$ cat src/logic/guest_exit_pkg.sv
// constants and types for the guest exit state save block
// Function
// - record pre-exit activity state into activity save field on every exit
// - clear saved smi blocking bit 2 when exit does not end in smm
// - bit 3 shows virtual nmi blocking when virtual nmi control set
// - pending debug saved zero except listed event, reason and blocking exits
// - bits 3:0 may show matched breakpoints, even disabled ones
// - event-caused exits set bits for every pending debug cause
// - exit right after entry may save the value entry loaded
// - bit 12 set on enabled data/io match or undelivered entry value
// - bit 14 set when trap flag and matching step or branch cause
// - under stack-move blocking never set bit 14 if tf 0 or btf 1; code applies this only when there is no event or reason keep
// - reserved pending debug bits always cleared
// - save decremented timer only when save-timer control is 1
// - timer expiry exits save timer value zero
// - save four entries in use when ept enabled and pae paging active
// - entry bits 11:9 undefined; present entries hold guest-physical address
// - entries undefined when ept off or pae paging unused
// - walk store list in order up to count, write value to 127:64
// - entry fails when index bits 31:8 equal 000008h
// - entry fails on smm-only register outside smm or model-barred register
// - entry fails when bits 63:32 nonzero
// - entry fails when read at privilege 0 would fault
// - any failing entry raises a virtualization abort
package guest_exit_pkg;
    localparam int          ACT_W          = 32;
    localparam int          INTR_W         = 32;
    localparam int          DBG_W          = 64;
    localparam int          TMR_W          = 32;
    localparam int          PDPE_W         = 64;
    localparam int          PDPE_N         = 4;
    localparam int          SMI_BLK_BIT    = 2;
    localparam int          NMI_BLK_BIT    = 3;
    localparam int          DBG_ENBP_BIT   = 12;
    localparam int          DBG_BS_BIT     = 14;
    localparam logic [63:0] DBG_VALID_MASK = 64'h0000_0000_0000_500f;
    localparam logic [23:0] APIC_IDX_HI    = 24'h000008;
    localparam int          IDX_W          = 32;
    localparam int          CNT_W          = 16;
    localparam logic [TMR_W-1:0] TMR_RESET = 32'h0000_0000;
    typedef enum logic [2:0] {ST_IDLE, ST_SAVE, ST_REQ, ST_WAIT, ST_DONE} state_type;
endpackage

$ cat src/logic/guest_exit_state_save.sv
// guest exit non-register state save and exit store list walk
module guest_exit_state_save
    import guest_exit_pkg::*;
#(
    parameter int LIST_MAX = 512
) (
    input  wire logic                         ref_clk,
    input  wire logic                         reset_n,
    input  wire logic                         exit_start,
    input  wire logic [guest_exit_pkg::ACT_W-1:0]  activity_state,
    input  wire logic [guest_exit_pkg::INTR_W-1:0] interruptibility,
    input  wire logic                         virtual_nmi_ctl,
    input  wire logic                         virtual_nmi_blocked,
    input  wire logic                         exit_ends_in_smm,
    input  wire logic                         exit_event_cause,
    input  wire logic                         exit_reason_keep,
    input  wire logic                         exit_is_debug,
    input  wire logic                         stack_move_debug_blocking,
    input  wire logic                         exit_after_entry,
    input  wire logic [guest_exit_pkg::DBG_W-1:0]  entry_pending_debug,
    input  wire logic [3:0]                   matched_breakpoints,
    input  wire logic                         enabled_data_io_match,
    input  wire logic                         entry_bp_undelivered,
    input  wire logic                         trap_flag_setting,
    input  wire logic                         branch_trap_setting,
    input  wire logic                         single_step_cause,
    input  wire logic                         taken_branch_cause,
    input  wire logic                         save_timer_ctl,
    input  wire logic                         timer_expiry_exit,
    input  wire logic [guest_exit_pkg::TMR_W-1:0]  timer_value,
    input  wire logic                         ept_supported,
    input  wire logic                         ept_enabled,
    input  wire logic                         pae_paging_active,
    input  wire logic [guest_exit_pkg::PDPE_W*guest_exit_pkg::PDPE_N-1:0] pdpe_in_use,
    input  wire logic [guest_exit_pkg::CNT_W-1:0]  store_count,
    output logic                              list_rd_req,
    output logic [guest_exit_pkg::CNT_W-1:0]       list_index,
    input  wire logic                         list_rd_valid,
    input  wire logic [63:0]                  list_entry_lo,
    output logic                              msr_rd_req,
    output logic [guest_exit_pkg::IDX_W-1:0]       msr_index,
    input  wire logic                         msr_rd_valid,
    input  wire logic [63:0]                  msr_value,
    input  wire logic                         msr_smm_only,
    input  wire logic                         msr_barred,
    input  wire logic                         msr_gp_fault,
    output logic                              list_wr_en,
    output logic [63:0]                       list_wr_value,
    output logic [guest_exit_pkg::ACT_W-1:0]       saved_activity,
    output logic [guest_exit_pkg::INTR_W-1:0]      saved_interruptibility,
    output logic [guest_exit_pkg::DBG_W-1:0]       saved_pending_debug,
    output logic [guest_exit_pkg::TMR_W-1:0]       saved_timer,
    output logic [guest_exit_pkg::PDPE_W*guest_exit_pkg::PDPE_N-1:0] saved_pdpe,
    output logic                              pdpe_saved,
    output logic                              virt_abort,
    output logic                              exit_done
);
    import guest_exit_pkg::*;

    if (LIST_MAX < 1 || LIST_MAX > (1 << CNT_W) - 1) begin : g_list_max_check
        $error("LIST_MAX out of range");
    end

    state_type             state_r;
    state_type             state_nxt;
    logic [CNT_W-1:0]      idx_r;
    logic [CNT_W-1:0]      cnt_r;
    logic [IDX_W-1:0]      msr_idx_r;
    logic                  smm_r;
    logic                  abort_r;
    logic [63:0]           wr_val_r;
    logic                  wr_en_r;

    // pending debug composition
    wire logic dbg_keep      = exit_event_cause | exit_reason_keep
                             | (~exit_is_debug & stack_move_debug_blocking);
    wire logic bs_event      = trap_flag_setting & ((~branch_trap_setting & single_step_cause)
                             | (branch_trap_setting & taken_branch_cause));
    // implementation choice for blocking-only exits (no event or reason keep): single-step term only, without the taken-branch term, so tf 0 / btf 1 never set bit 14
    wire logic bs_blk        = trap_flag_setting & ~branch_trap_setting & single_step_cause;
    wire logic bs_bit        = (exit_event_cause | exit_reason_keep) ? bs_event : bs_blk;
    wire logic enbp_bit      = enabled_data_io_match | entry_bp_undelivered;
    logic [DBG_W-1:0] dbg_calc;
    always_comb begin
        dbg_calc = '0;
        dbg_calc[3:0] = matched_breakpoints;
        dbg_calc[DBG_ENBP_BIT] = enbp_bit;
        dbg_calc[DBG_BS_BIT] = bs_bit;
    end
    wire logic [DBG_W-1:0] dbg_sel  = exit_after_entry ? entry_pending_debug : dbg_calc;
    wire logic [DBG_W-1:0] dbg_nxt  = dbg_keep ? (dbg_sel & DBG_VALID_MASK) : '0;

    logic [INTR_W-1:0] intr_nxt;
    always_comb begin
        intr_nxt = interruptibility;
        if (!exit_ends_in_smm) begin
            intr_nxt[SMI_BLK_BIT] = 1'b0;
        end
        if (virtual_nmi_ctl) begin
            intr_nxt[NMI_BLK_BIT] = virtual_nmi_blocked;
        end
    end

    wire logic [TMR_W-1:0] timer_nxt = timer_expiry_exit ? TMR_RESET : timer_value;
    wire logic pdpe_take = ept_supported & ept_enabled & pae_paging_active;

    // store-list entry checks
    wire logic [IDX_W-1:0] entry_idx = list_entry_lo[31:0];
    wire logic fail_apic  = (list_entry_lo[31:8] == APIC_IDX_HI);
    wire logic fail_hi    = (list_entry_lo[63:32] != 32'h0000_0000);
    wire logic fail_pre   = fail_apic | fail_hi;
    wire logic fail_post  = (msr_smm_only & ~smm_r) | msr_barred
                          | msr_gp_fault;
    wire logic list_end   = (idx_r >= cnt_r);

    always_comb begin
        state_nxt = state_r;
        case (state_r)
            ST_IDLE: begin
                if (exit_start) begin
                    state_nxt = ST_SAVE;
                end
            end
            ST_SAVE: begin
                state_nxt = ST_REQ;
            end
            ST_REQ: begin
                if (list_end) begin
                    state_nxt = ST_DONE;
                end else if (list_rd_valid) begin
                    state_nxt = fail_pre ? ST_DONE : ST_WAIT;
                end
            end
            ST_WAIT: begin
                if (msr_rd_valid) begin
                    state_nxt = fail_post ? ST_DONE : ST_REQ;
                end
            end
            ST_DONE: begin
                state_nxt = ST_IDLE;
            end
            default: begin
                state_nxt = ST_IDLE;
            end
        endcase
    end

    // saved state is taken in the exit_start cycle, before the list walk
    always_ff @(posedge ref_clk or negedge reset_n) begin
        if (!reset_n) begin
            saved_activity         <= '0;
            saved_interruptibility <= '0;
            saved_pending_debug    <= '0;
            saved_timer            <= TMR_RESET;
            saved_pdpe             <= '0;
            pdpe_saved             <= 1'b0;
            smm_r                  <= 1'b0;
            cnt_r                  <= '0;
        end else if (state_r == ST_IDLE && exit_start) begin
            saved_activity         <= activity_state;
            saved_interruptibility <= intr_nxt;
            saved_pending_debug    <= dbg_nxt;
            if (save_timer_ctl) begin
                saved_timer <= timer_nxt;
            end
            // present entries carry the guest-physical address as held
            if (pdpe_take) begin
                saved_pdpe <= pdpe_in_use;
            end
            pdpe_saved             <= pdpe_take;
            smm_r                  <= exit_ends_in_smm;
            // clamp guards against a runaway count
            cnt_r <= (store_count > CNT_W'(LIST_MAX)) ? CNT_W'(LIST_MAX) : store_count;
        end
    end

    always_ff @(posedge ref_clk or negedge reset_n) begin
        if (!reset_n) begin
            state_r   <= ST_IDLE;
            idx_r     <= '0;
            msr_idx_r <= '0;
            abort_r   <= 1'b0;
            wr_en_r   <= 1'b0;
            wr_val_r  <= '0;
        end else begin
            state_r <= state_nxt;
            wr_en_r <= 1'b0;
            if (state_r == ST_IDLE && exit_start) begin
                idx_r   <= '0;
                abort_r <= 1'b0;
            end
            if (state_r == ST_REQ && !list_end && list_rd_valid) begin
                msr_idx_r <= entry_idx;
                if (fail_pre) begin
                    abort_r <= 1'b1;
                end
            end
            if (state_r == ST_WAIT && msr_rd_valid) begin
                if (fail_post) begin
                    abort_r <= 1'b1;
                end else begin
                    wr_en_r  <= 1'b1;
                    wr_val_r <= msr_value;
                    idx_r    <= idx_r + CNT_W'(1);
                end
            end
        end
    end

    assign list_rd_req   = (state_r == ST_REQ) && !list_end;
    assign list_index    = idx_r;
    assign msr_rd_req    = (state_r == ST_WAIT);
    assign msr_index     = msr_idx_r;
    assign list_wr_en    = wr_en_r;
    assign list_wr_value = wr_val_r;
    assign virt_abort    = abort_r & (state_r == ST_DONE);
    assign exit_done     = (state_r == ST_DONE);
endmodule

$ cat config.mk
export PLATFORM = sky130hd
export DESIGN_NAME = guest_exit_state_save
export DESIGN_NICKNAME = d
export VERILOG_FILES = /design/src/logic/guest_exit_pkg.sv /design/src/logic/guest_exit_state_save.sv
export SDC_FILE = /design/constraint.sdc
export NUM_CORES = 1
export LEC_CHECK = 0
export ABC_CLOCK_PERIOD_IN_PS = 5600
export BUFFER_PORTS_ARGS = -buffer_cell sky130_fd_sc_hd__buf_2
export CORE_AREA = 2 2 442 444
export DETAILED_ROUTE_END_ITERATION = 10
export DIE_AREA = 0 0 444 446
export SLEW_MARGIN = 30
export SYNTH_ARGS = -nofsm -noshare
export SYNTH_HDL_FRONTEND = slang
export SYNTH_SLANG_ARGS = --single-unit
$ cat constraint.sdc
create_clock -name ref_clk -period 5.6 [get_ports ref_clk]
set_clock_uncertainty 0.1 [all_clocks]
set_input_delay 0.56 -clock ref_clk [delete_from_list [all_inputs] [get_ports ref_clk]]
set_output_delay 0.56 -clock ref_clk [all_outputs]
set_load 0.1 [all_outputs]
==> impl_metrics.yaml, run 1 <==
timing:
  fin_setup_tns_ns: 0
  fin_crit_ns: 3.85
  worst-slew-pin-transition_ns: 0.888
  final.period_utilization: 0.687
  setup-violations-final: 0
  slew_headroom: 0.408
  achievable-frequency_mhz: 260
  grt_setup_unrepaired: "false"
  finalHoldViolations: 0
  report.final.slew_viol_count: 0
logic_synthesis:
  yosysTopAreaCell: "sky130_fd_sc_hd__dfrtp_1"
  ys_warn_count: 0
  synthTopCellsByArea: "sky130_fd_sc_hd__dfrtp_1 (62%), sky130_fd_sc_hd__mux2_2 (15%), sky130_fd_sc_hd__nand2_1 (8.5%), sky130_fd_sc_hd__buf_4 (2.2%), sky130_fd_sc_hd__mux2_4 (2.2%)"
  syn_avg_cell_area_um2: 12.2
  netlist_instances: 1629
  post_synth_most_frequent_cells: "sky130_fd_sc_hd__dfrtp_1 (493), sky130_fd_sc_hd__nand2_1 (449), sky130_fd_sc_hd__mux2_2 (257)"
  cell_area_after_synthesis_mm2: 0.0198
  part_of_the_yosys_area_used_for_sequential_elements: 0.622
  async_flop_share: 1.00
  synth-edff-count: 0
  post-synth-top-count-cell: "sky130_fd_sc_hd__dfrtp_1"
  yosys.cell_types.count: 53
  synth_top_area_frac: 0.622
  yosys_reg_bits: 493
  ys_dominant_reg_cell: "sky130_fd_sc_hd__dfrtp_1"
worst_setup_path:
  cpPeakStageDelay_ns: 0.46
  critical_path.slowest_cell: "sky130_fd_sc_hd__a2111o_1"
  timing.critical_path.from_type: "flip-flop"
  cp_num_cells: 7
  reg2reg_depth: 7
  critical_path_buf_inv_count: 2
  criticalPathCategory: "flip-flop to primary output"
  critPathCaptureType: "primary output"
  crit_family: "compound AO/OA/AOI/OAI gates"
  worstPathRequired_ns: 4.94
  critical_path_cell_by_cell: "inv_1 -> ha_1 -> nand2b_1 -> a2111o_1 -> a32oi_4 -> and3_1 -> buf_2"
  crit_arrival_ns: 3.19
  crit_path_max_fanout: 9
placed_design:
  hpwl_mm: 83.7
  place_congestion: 1.01
  placed_cell_area_mm2: 0.0278
  portBuffers: 1008
routing:
  via_per_inst: 3.24
  drt_drc_violations_left: 0
  finalWirelength_mm: 107
  wl_per_cell_um: 18.8
  antenna_violating_nets_post_route: 0
  first_pass_iteration_count_of_the_detailed_router: 7
  detailroute.via_count: 18500
  first_iter_violations: 1423
grt:
  grt_overflow: 0
  wire_length_of_the_first_global_routing_pass_mm: 143
  largest_net_degree_at_the_start_of_global_routing: 150
  number_of_global_route_vias_before_repair: 18300
  grtUsageTotal: 0.103
  number_of_antenna_violations_at_the_first_check_in_global_routing: 47
run:
  maxCapViolCount: 0
cells_and_area:
  layout-area-overhead-vs-synth_pct: 72.9
  final_nets: 3689
  multiInputGateArea_mm2: 0.00688
  drive_gt1_frac: 0.453
  finalInstanceArea_mm2: 0.0343
  fillCellCount: 21200
  seq_area_mm2: 0.0123
clocking:
  cts-root-buf: "sky130_fd_sc_hd__clkbuf_16"
  sinks_on_the_clock_net: 493
  clock_insertion_delay_worst_skew_ns: 0.69
  clock_tree.htree_level_count: 2
  clk_transition_reported_paths_ns: 0.06
  holdBufCountCts: 443
  post_cts_resize_count: 0
  clock_tree_from_tritoncts: "yes"
  max-clock-path-buffers: 3
  buffers_inserted_by_post_cts_timing_repair: 0
  cts-buffers-inserted: 61
floorplanning:
  core.rowCount: 162
  count_of_boundary_i_o_pins: 1125
  floorplan.die.width_um: 444
  die_area_mm2: 0.198
  die_h_um: 446
  initial_core_util: 0.103
  coreArea_mm2: 0.194
outcome:
  run_status: "finished clean"
hold_path:
  holdPathStages: 2
  hold_path.class: "input port to flip-flop"
[cell type report]
type                       count  area share
timing repair buffer        1466       0.283
clock buffer                  77      0.0486
inverter                      23     0.00252
sequential                   493       0.360
antenna                       21     0.00153
clock inverter                32      0.0120
multi-input combinational   1036       0.201
tap                         2542      0.0927
[cell usage in the layout (no fill, tap or decap), drive strengths merged, types with 21 or more instances in the layout]
| cell | n |
|---|---|
| dfrtp | 493 |
| nand2b | 35 |
| diode | 21 |
| inv | 29 |
| buf | 1023 |
| nand2 | 449 |
| conb | 58 |
| clkbuf | 77 |
| dlygate4sd3 | 443 |
| o21ai | 58 |
| mux2 | 288 |
[path summary, 6_finish.rpt]
check	slack [ns]	end	start
setup / recovery	1.75	list_rd_req	list_index[0]
hold / removal	0.07	saved_pdpe[67]	pdpe_in_use[67]
setup reg to reg	2.19	msr_index[1]	list_index[0]
hold reg to reg	0.37	list_wr_value[44]	list_wr_value[44]
max in group asynchronous	3.80	msr_index[0]	reset_n
min in group asynchronous	0.32	saved_pdpe[153]	reset_n
[sequential cells by signal, summed over array words and instances (netlist names), 6 cells and up]
| signal | flops |
|---|---|
| cnt_r | 16 |
| list_index | 16 |
| list_wr_value | 64 |
| msr_index | 32 |
| saved_activity | 32 |
| saved_interruptibility | 32 |
| saved_pdpe | 256 |
| saved_pending_debug | 6 |
| saved_timer | 32 |
[stage by stage]
stage / utilization / hold slack [ns] / worst slack, ns / instances
finish: 0.177 / 0.0720 / 1.75 / 5690
global route: 0.177 / 0.0185 / 1.53 / 5681
CTS: 0.177 / 0.000611 / 1.58 / 5669
detailed placement: 0.143 / 0.357 / 2.10 / 5117
global placement: 0.143 / 0.350 / 2.12 / 5116
floorplan: - / 0.164 / 1.87 / 1686
[layer usage]
metal	vias to the layer above	GRT usage	wire length, µm
met5	-	0	200
met4	24	0.0501	5740
met3	236	0.0531	13000
met2	876	0.165	49700
met1	9043	0.111	38600
li1	8283	-	-
[cell families after synthesis]
| kind of cell | synth area share |
|---|---|
| DFF | 0.622 |
| and+or+nand+nor | 0.119 |
| muxes | 0.172 |
| xor gates and xnor gates | 0.00132 |
| AOI/OAI and AO/OA | 0.0313 |
| buffers and inverters | 0.0434 |
| other | 0.000189 |
| adders and majority gates | 0.0107 |
Power of run 1 is left out: the tool's default activity adds up to more than one toggle a clock period on the data nets, which glitch-free logic cannot reach.
==> inputs of run 2 (changes only) <==
--- a/config.mk
+++ b/config.mk
@@ -5,11 +5,12 @@
 export SDC_FILE = /design/constraint.sdc
 export NUM_CORES = 1
 export LEC_CHECK = 0
-export ABC_CLOCK_PERIOD_IN_PS = 5600
+export ABC_AREA = 1
+export ABC_CLOCK_PERIOD_IN_PS = 3100
 export BUFFER_PORTS_ARGS = -buffer_cell sky130_fd_sc_hd__buf_2
-export CORE_AREA = 2 2 442 444
+export CORE_AREA = 2 2 435 437
 export DETAILED_ROUTE_END_ITERATION = 10
-export DIE_AREA = 0 0 444 446
+export DIE_AREA = 0 0 437 439
 export SLEW_MARGIN = 30
 export SYNTH_ARGS = -nofsm -noshare
 export SYNTH_HDL_FRONTEND = slang
==> constraint.sdc (replaced) <==
create_clock -name ref_clk -period 3.1 [get_ports ref_clk]
set_clock_uncertainty 0.1 [all_clocks]
set_input_delay 0.31 -clock ref_clk [delete_from_list [all_inputs] [get_ports ref_clk]]
set_output_delay 0.31 -clock ref_clk [all_outputs]
set_load 0.1 [all_outputs]
==> impl_metrics.yaml, run 2 <==
logic_synthesis:
  yosys_reg_bits: 493
  ys_warn_count: 0
  post_synth_most_frequent_cells: "sky130_fd_sc_hd__nand2_1 (1324), sky130_fd_sc_hd__dfrtp_1 (493), sky130_fd_sc_hd__nand3_1 (93)"
  part_of_the_yosys_area_used_for_sequential_elements: 0.609
  cell_area_after_synthesis_mm2: 0.0203
  synth_top_area_frac: 0.609
  syn_avg_cell_area_um2: 8.58
  synthTopCellsByArea: "sky130_fd_sc_hd__dfrtp_1 (61%), sky130_fd_sc_hd__nand2_1 (25%), sky130_fd_sc_hd__nand3_1 (2.3%), sky130_fd_sc_hd__buf_4 (2.2%), sky130_fd_sc_hd__buf_2 (1.8%)"
  netlist_instances: 2363
  synth-edff-count: 0
  async_flop_share: 1.00
  yosysTopAreaCell: "sky130_fd_sc_hd__dfrtp_1"
  ys_dominant_reg_cell: "sky130_fd_sc_hd__dfrtp_1"
  yosys.cell_types.count: 38
  post-synth-top-count-cell: "sky130_fd_sc_hd__nand2_1"
timing:
  achievable-frequency_mhz: 337
  setup-violations-final: 0
  worst-slew-pin-transition_ns: 0.790
  finalHoldViolations: 0
  slew_headroom: 0.473
  fin_setup_tns_ns: 0
  grt_setup_unrepaired: "false"
  fin_crit_ns: 2.96
  final.period_utilization: 0.956
  report.final.slew_viol_count: 0
floorplanning:
  core.rowCount: 159
  floorplan.die.width_um: 437
  initial_core_util: 0.108
  count_of_boundary_i_o_pins: 1125
  coreArea_mm2: 0.187
  die_area_mm2: 0.192
  die_h_um: 439
worst_setup_path:
  criticalPathCategory: "input port to flip-flop"
  critical_path_cell_by_cell: "dlygate4sd3_1 -> buf_2 -> nor2_1 -> dlygate4sd3_1 -> nand4_1 -> dlygate4sd3_1 -> nor2_1 -> nand2_1 -> nor2_2 -> nand4_1 -> nand3_1 -> nand2_1 -> nand2_1 -> dlygate4sd3_1"
  critPathCaptureType: "flip-flop"
  crit_arrival_ns: 3.48
  cpPeakStageDelay_ns: 0.56
  critical_path_buf_inv_count: 5
  crit_path_max_fanout: 3
  critical-path-top-cell-by-count: "sky130_fd_sc_hd__dlygate4sd3_1"
  timing.critical_path.from_type: "input port"
  critical_path.slowest_cell: "sky130_fd_sc_hd__dlygate4sd3_1"
  crit_family: "buffers and inverters"
  worstPathRequired_ns: 3.61
cells_and_area:
  largest_register_ff_count: 256
  layout-area-overhead-vs-synth_pct: 75.3
  finalInstanceArea_mm2: 0.0355
  drive_gt1_frac: 0.307
  seq_area_mm2: 0.0123
  layout_common_cells: "sky130_fd_sc_hd__nand2_1 (1324), sky130_fd_sc_hd__buf_2 (1006), sky130_fd_sc_hd__dfrtp_1 (493), sky130_fd_sc_hd__dlygate4sd3_1 (490), sky130_fd_sc_hd__nand3_1 (93)"
  mostFrequentLayoutCell: "sky130_fd_sc_hd__nand2_1"
  max_flop_register: "saved_pdpe"
  final_nets: 4471
  multiInputGateArea_mm2: 0.00685
  fillCellCount: 20800
clocking:
  clock_tree_from_tritoncts: "yes"
  cts-root-buf: "sky130_fd_sc_hd__clkbuf_16"
  clock_insertion_delay_worst_skew_ns: 0.68
  buffers_inserted_by_post_cts_timing_repair: 0
  sinks_on_the_clock_net: 493
  clock_tree.htree_level_count: 3
  max-clock-path-buffers: 3
  clk_transition_reported_paths_ns: 0.05
  cts-buffers-inserted: 69
routing:
  via_per_inst: 3.50
  drt_drc_violations_left: 0
  first_iter_violations: 1452
  first_pass_iteration_count_of_the_detailed_router: 7
  detailroute.via_count: 22500
  finalWirelength_mm: 141
  wl_per_cell_um: 21.9
  antenna_violating_nets_post_route: 0
grt:
  grt_overflow: 0
  largest_net_degree_at_the_start_of_global_routing: 113
  number_of_global_route_vias_before_repair: 22900
  wire_length_of_the_first_global_routing_pass_mm: 187
  grtUsageTotal: 0.141
  number_of_antenna_violations_at_the_first_check_in_global_routing: 20
placed_design:
  place_congestion: 0.942
  portBuffers: 1008
  hpwl_mm: 113
  placed_cell_area_mm2: 0.0282
run:
  maxCapViolCount: 0
hold_path:
  hold_path.class: "input port to flip-flop"
outcome:
  run_status: "finished clean"
run 2: worst paths after layout:
path / end / from / cells after the start / slack, ns
min in group asynchronous: saved_pdpe[57] / reset_n / 2 / 0.08
max in group asynchronous: msr_index[0] / reset_n / 4 / 1.73
setup / recovery: state_r[1] / list_entry_lo[60] / 14 / 0.14
hold / removal: saved_pdpe[2] / pdpe_in_use[2] / 3 / 0.02
hold reg to reg: saved_pdpe[157] / saved_pdpe[157] / 2 / 0.36
setup reg to reg: msr_index[18] / list_index[9] / 11 / 0.23
run 2: final cells by class:
| class | count | share of cell area |
|---|---|---|
| tap | 2495 | 0.0879 |
| clock buffer | 97 | 0.0575 |
| sequential | 493 | 0.347 |
| antenna | 10 | 0.000704 |
| clock inverter | 29 | 0.00863 |
| timing repair buffer | 1546 | 0.296 |
| inverter | 80 | 0.00880 |
| multi-input combinational | 1673 | 0.193 |
run 2: what timing repair did:
item,4_1_cts,5_1_grt
setup endpoints to repair,0,6
hold endpoints to repair,546,0
hold buffers,490,0
resized for setup,0,2
run 2: stage by stage:
stage | setup WS, ns | cells | util | hold WS, ns
2_1_floorplan | 0.167 | 2420 | - | -0.0856
3_3_place_gp | 0.535 | 5797 | 0.151 | 0.234
3_5_place_dp | 0.545 | 5797 | 0.151 | 0.230
4_1_cts | 0.101 | 6413 | 0.190 | 0.0173
5_1_grt | 0.0283 | 6419 | 0.190 | 0.00557
6_report | 0.136 | 6423 | 0.190 | 0.0225
run 2: metal layers:
metal  GRT usage  vias up  wire [µm]
li1            -    10100          -
met1       0.164    11100      54100
met2       0.228     1010      66300
met3      0.0628      183      15300
met5           0        -         52
met4      0.0507        8       5120
run 2: cells by family after synthesis:
group / Yosys count / synth area share
AND/OR/NAND/NOR: 1506 / 0.290
flip-flops: 493 / 0.609
buffers and inverters: 254 / 0.0649
AO/OA/AOI/OAI: 88 / 0.0236
adder cells (fa/ha/maj): 17 / 0.0105
multiplexers: 4 / 0.00198
other: 1 / 0.000185
run 2: worst min-delay path: stages:
cell,delay (ns)
sky130_fd_sc_hd__buf_2,0.08
sky130_fd_sc_hd__nand2_1,0.21
sky130_fd_sc_hd__nand2_1,0.14
Power of run 2 is left out for the same reason.
==> inputs of run 3 (changes only) <==
--- a/config.mk
+++ b/config.mk
@@ -11,6 +11,7 @@
 export CORE_AREA = 2 2 435 437
 export DETAILED_ROUTE_END_ITERATION = 10
 export DIE_AREA = 0 0 437 439
+export SETUP_SLACK_MARGIN = 0.5
 export SLEW_MARGIN = 30
 export SYNTH_ARGS = -nofsm -noshare
 export SYNTH_HDL_FRONTEND = slang
==> impl_metrics.yaml, run 3 (synthesized netlist as in run 2, its figures left out) <==
outcome:
  run_status: "finished clean"
grt:
  number_of_antenna_violations_at_the_first_check_in_global_routing: 24
  grt_overflow: 0
  largest_net_degree_at_the_start_of_global_routing: 147
  grtUsageTotal: 0.140
  wire_length_of_the_first_global_routing_pass_mm: 187
  number_of_global_route_vias_before_repair: 22500
cells_and_area:
  seq_area_mm2: 0.0124
  fillCellCount: 20800
  largest_register_ff_count: 256
  drive_gt1_frac: 0.318
  max_flop_register: "saved_pdpe"
  mostFrequentLayoutCell: "sky130_fd_sc_hd__nand2_1"
  final_nets: 4489
  layout-area-overhead-vs-synth_pct: 77.6
  layout.core_utilization: 0.193
  multiInputGateArea_mm2: 0.00700
  layout_common_cells: "sky130_fd_sc_hd__nand2_1 (1320), sky130_fd_sc_hd__buf_2 (1005), sky130_fd_sc_hd__dlygate4sd3_1 (500), sky130_fd_sc_hd__dfrtp_1 (477), sky130_fd_sc_hd__nand3_1 (93)"
worst_setup_path:
  reg2reg_depth: 6
  crit_family: "simple AND/OR/NAND/NOR gates"
  worstPathRequired_ns: 2.69
  cpPeakStageDelay_ns: 0.43
  timing.critical_path.from_type: "flip-flop"
  reg2reg_from: "state_r[0]"
  critical-path-top-cell-by-count: "sky130_fd_sc_hd__nand2_1"
  critPathCaptureType: "primary output"
  criticalPathCategory: "flip-flop to primary output"
  critical_path_buf_inv_count: 3
  critical_path.slowest_cell: "sky130_fd_sc_hd__dfrtp_2"
  cp_num_cells: 11
  regToRegEndpoint: "saved_pdpe[91]"
  crit_path_max_fanout: 2
  ff2ff_setup_slack_ns: 0.73
  crit_arrival_ns: 2.32
  crit_path_to: "list_rd_req"
  critical_path_cell_by_cell: "ha_4 -> nand2_2 -> inv_2 -> nand2_1 -> nand2_1 -> nor2_1 -> nand2_1 -> nand2_2 -> and3_4 -> buf_12 -> buf_12"
  timing.critical_path.from: "list_index[7]"
floorplanning:
  count_of_boundary_i_o_pins: 1125
  die_area_mm2: 0.192
  core.rowCount: 159
  die_h_um: 439
  coreArea_mm2: 0.187
  initial_core_util: 0.108
  floorplan.die.width_um: 437
routing:
  drt_drc_violations_left: 0
  first_iter_violations: 1452
  antenna_violating_nets_post_route: 0
  finalWirelength_mm: 139
  first_pass_iteration_count_of_the_detailed_router: 7
  detailroute.via_count: 22200
  wl_per_cell_um: 21.6
  via_per_inst: 3.44
placed_design:
  place_congestion: 0.917
  hpwl_mm: 110
  portBuffers: 1008
clocking:
  clk_transition_reported_paths_ns: 0.06
  sinks_on_the_clock_net: 493
  clock_tree.htree_level_count: 3
  max-clock-path-buffers: 3
  clock_tree_from_tritoncts: "yes"
  clock_insertion_delay_worst_skew_ns: 0.68
  cts-root-buf: "sky130_fd_sc_hd__clkbuf_16"
  cts-buffers-inserted: 71
timing:
  achievable-frequency_mhz: 367
  finalHoldViolations: 0
  final.period_utilization: 0.879
  report.final.slew_viol_count: 0
  finalHoldWorstSlack_ns: 0.0615
  fin_crit_ns: 2.73
  fin_setup_tns_ns: 0
  grt_setup_unrepaired: "true"
  setup-violations-final: 0
  slew_headroom: 0.411
  worst-slew-pin-transition_ns: 0.876
hold_path:
  hold_path.class: "input port to flip-flop"
run:
  maxCapViolCount: 0
run 3: worst register-to-register path: cells and delay by family (launching register included):
kind	cells	cell delay (ns)
buf+inv	1	0.40
flops	1	0.43
simple gates	5	1.35
run 3: cell type report:
type	instances	share of cell area
clock inverters	30	0.0122
clock buffers	97	0.0571
diodes	8	0.000556
multi-input cells	1673	0.194
inverters	80	0.00918
well taps	2495	0.0867
repair buffers	1562	0.296
flip-flops and latches	493	0.343
run 3: per-layer routing:
layer / vias up / track usage / wire, µm
li1: 10200 / - / -
met1: 10900 / 0.157 / 51800
met2: 918 / 0.234 / 67100
met3: 190 / 0.0694 / 16300
met4: 2 / 0.0380 / 3760
met5: - / 0 / 9
run 3: repair_timing:
action | 4_1_cts | 5_1_grt
endpoints found under the setup margin | 2 | 219
hold endpoints to repair | 783 | 0
pin swaps | 12 | 7
hold buffers | 501 | 0
cloned | 1 | 0
setup buffers | 17 | 2
resized for setup | 27 | 3
run 3: worst min-delay path by stage:
stage                     start           endpoint  cells past startpoint
CTS                 ept_enabled     saved_pdpe[86]                      5
finish              ept_enabled     saved_pdpe[86]                      5
floorplan               reset_n            abort_r                      0
global placement        reset_n     saved_pdpe[92]                      1
global route        ept_enabled     saved_pdpe[86]                      5
detailed placement      reset_n  saved_activity[2]                      1
run 3: per-stage QoR:
step | std cells | setup WS [ns] | area, µm²
after detailed placement | 5783 | 0.651 | 28100
after global routing | 6434 | 0.213 | 36000
after floorplan | 2420 | 0.491 | 20500
final | 6438 | 0.375 | 36000
after CTS | 6429 | 0.286 | 36000
after global placement | 5783 | 0.652 | 28100
Power of run 3 is left out for the same reason.
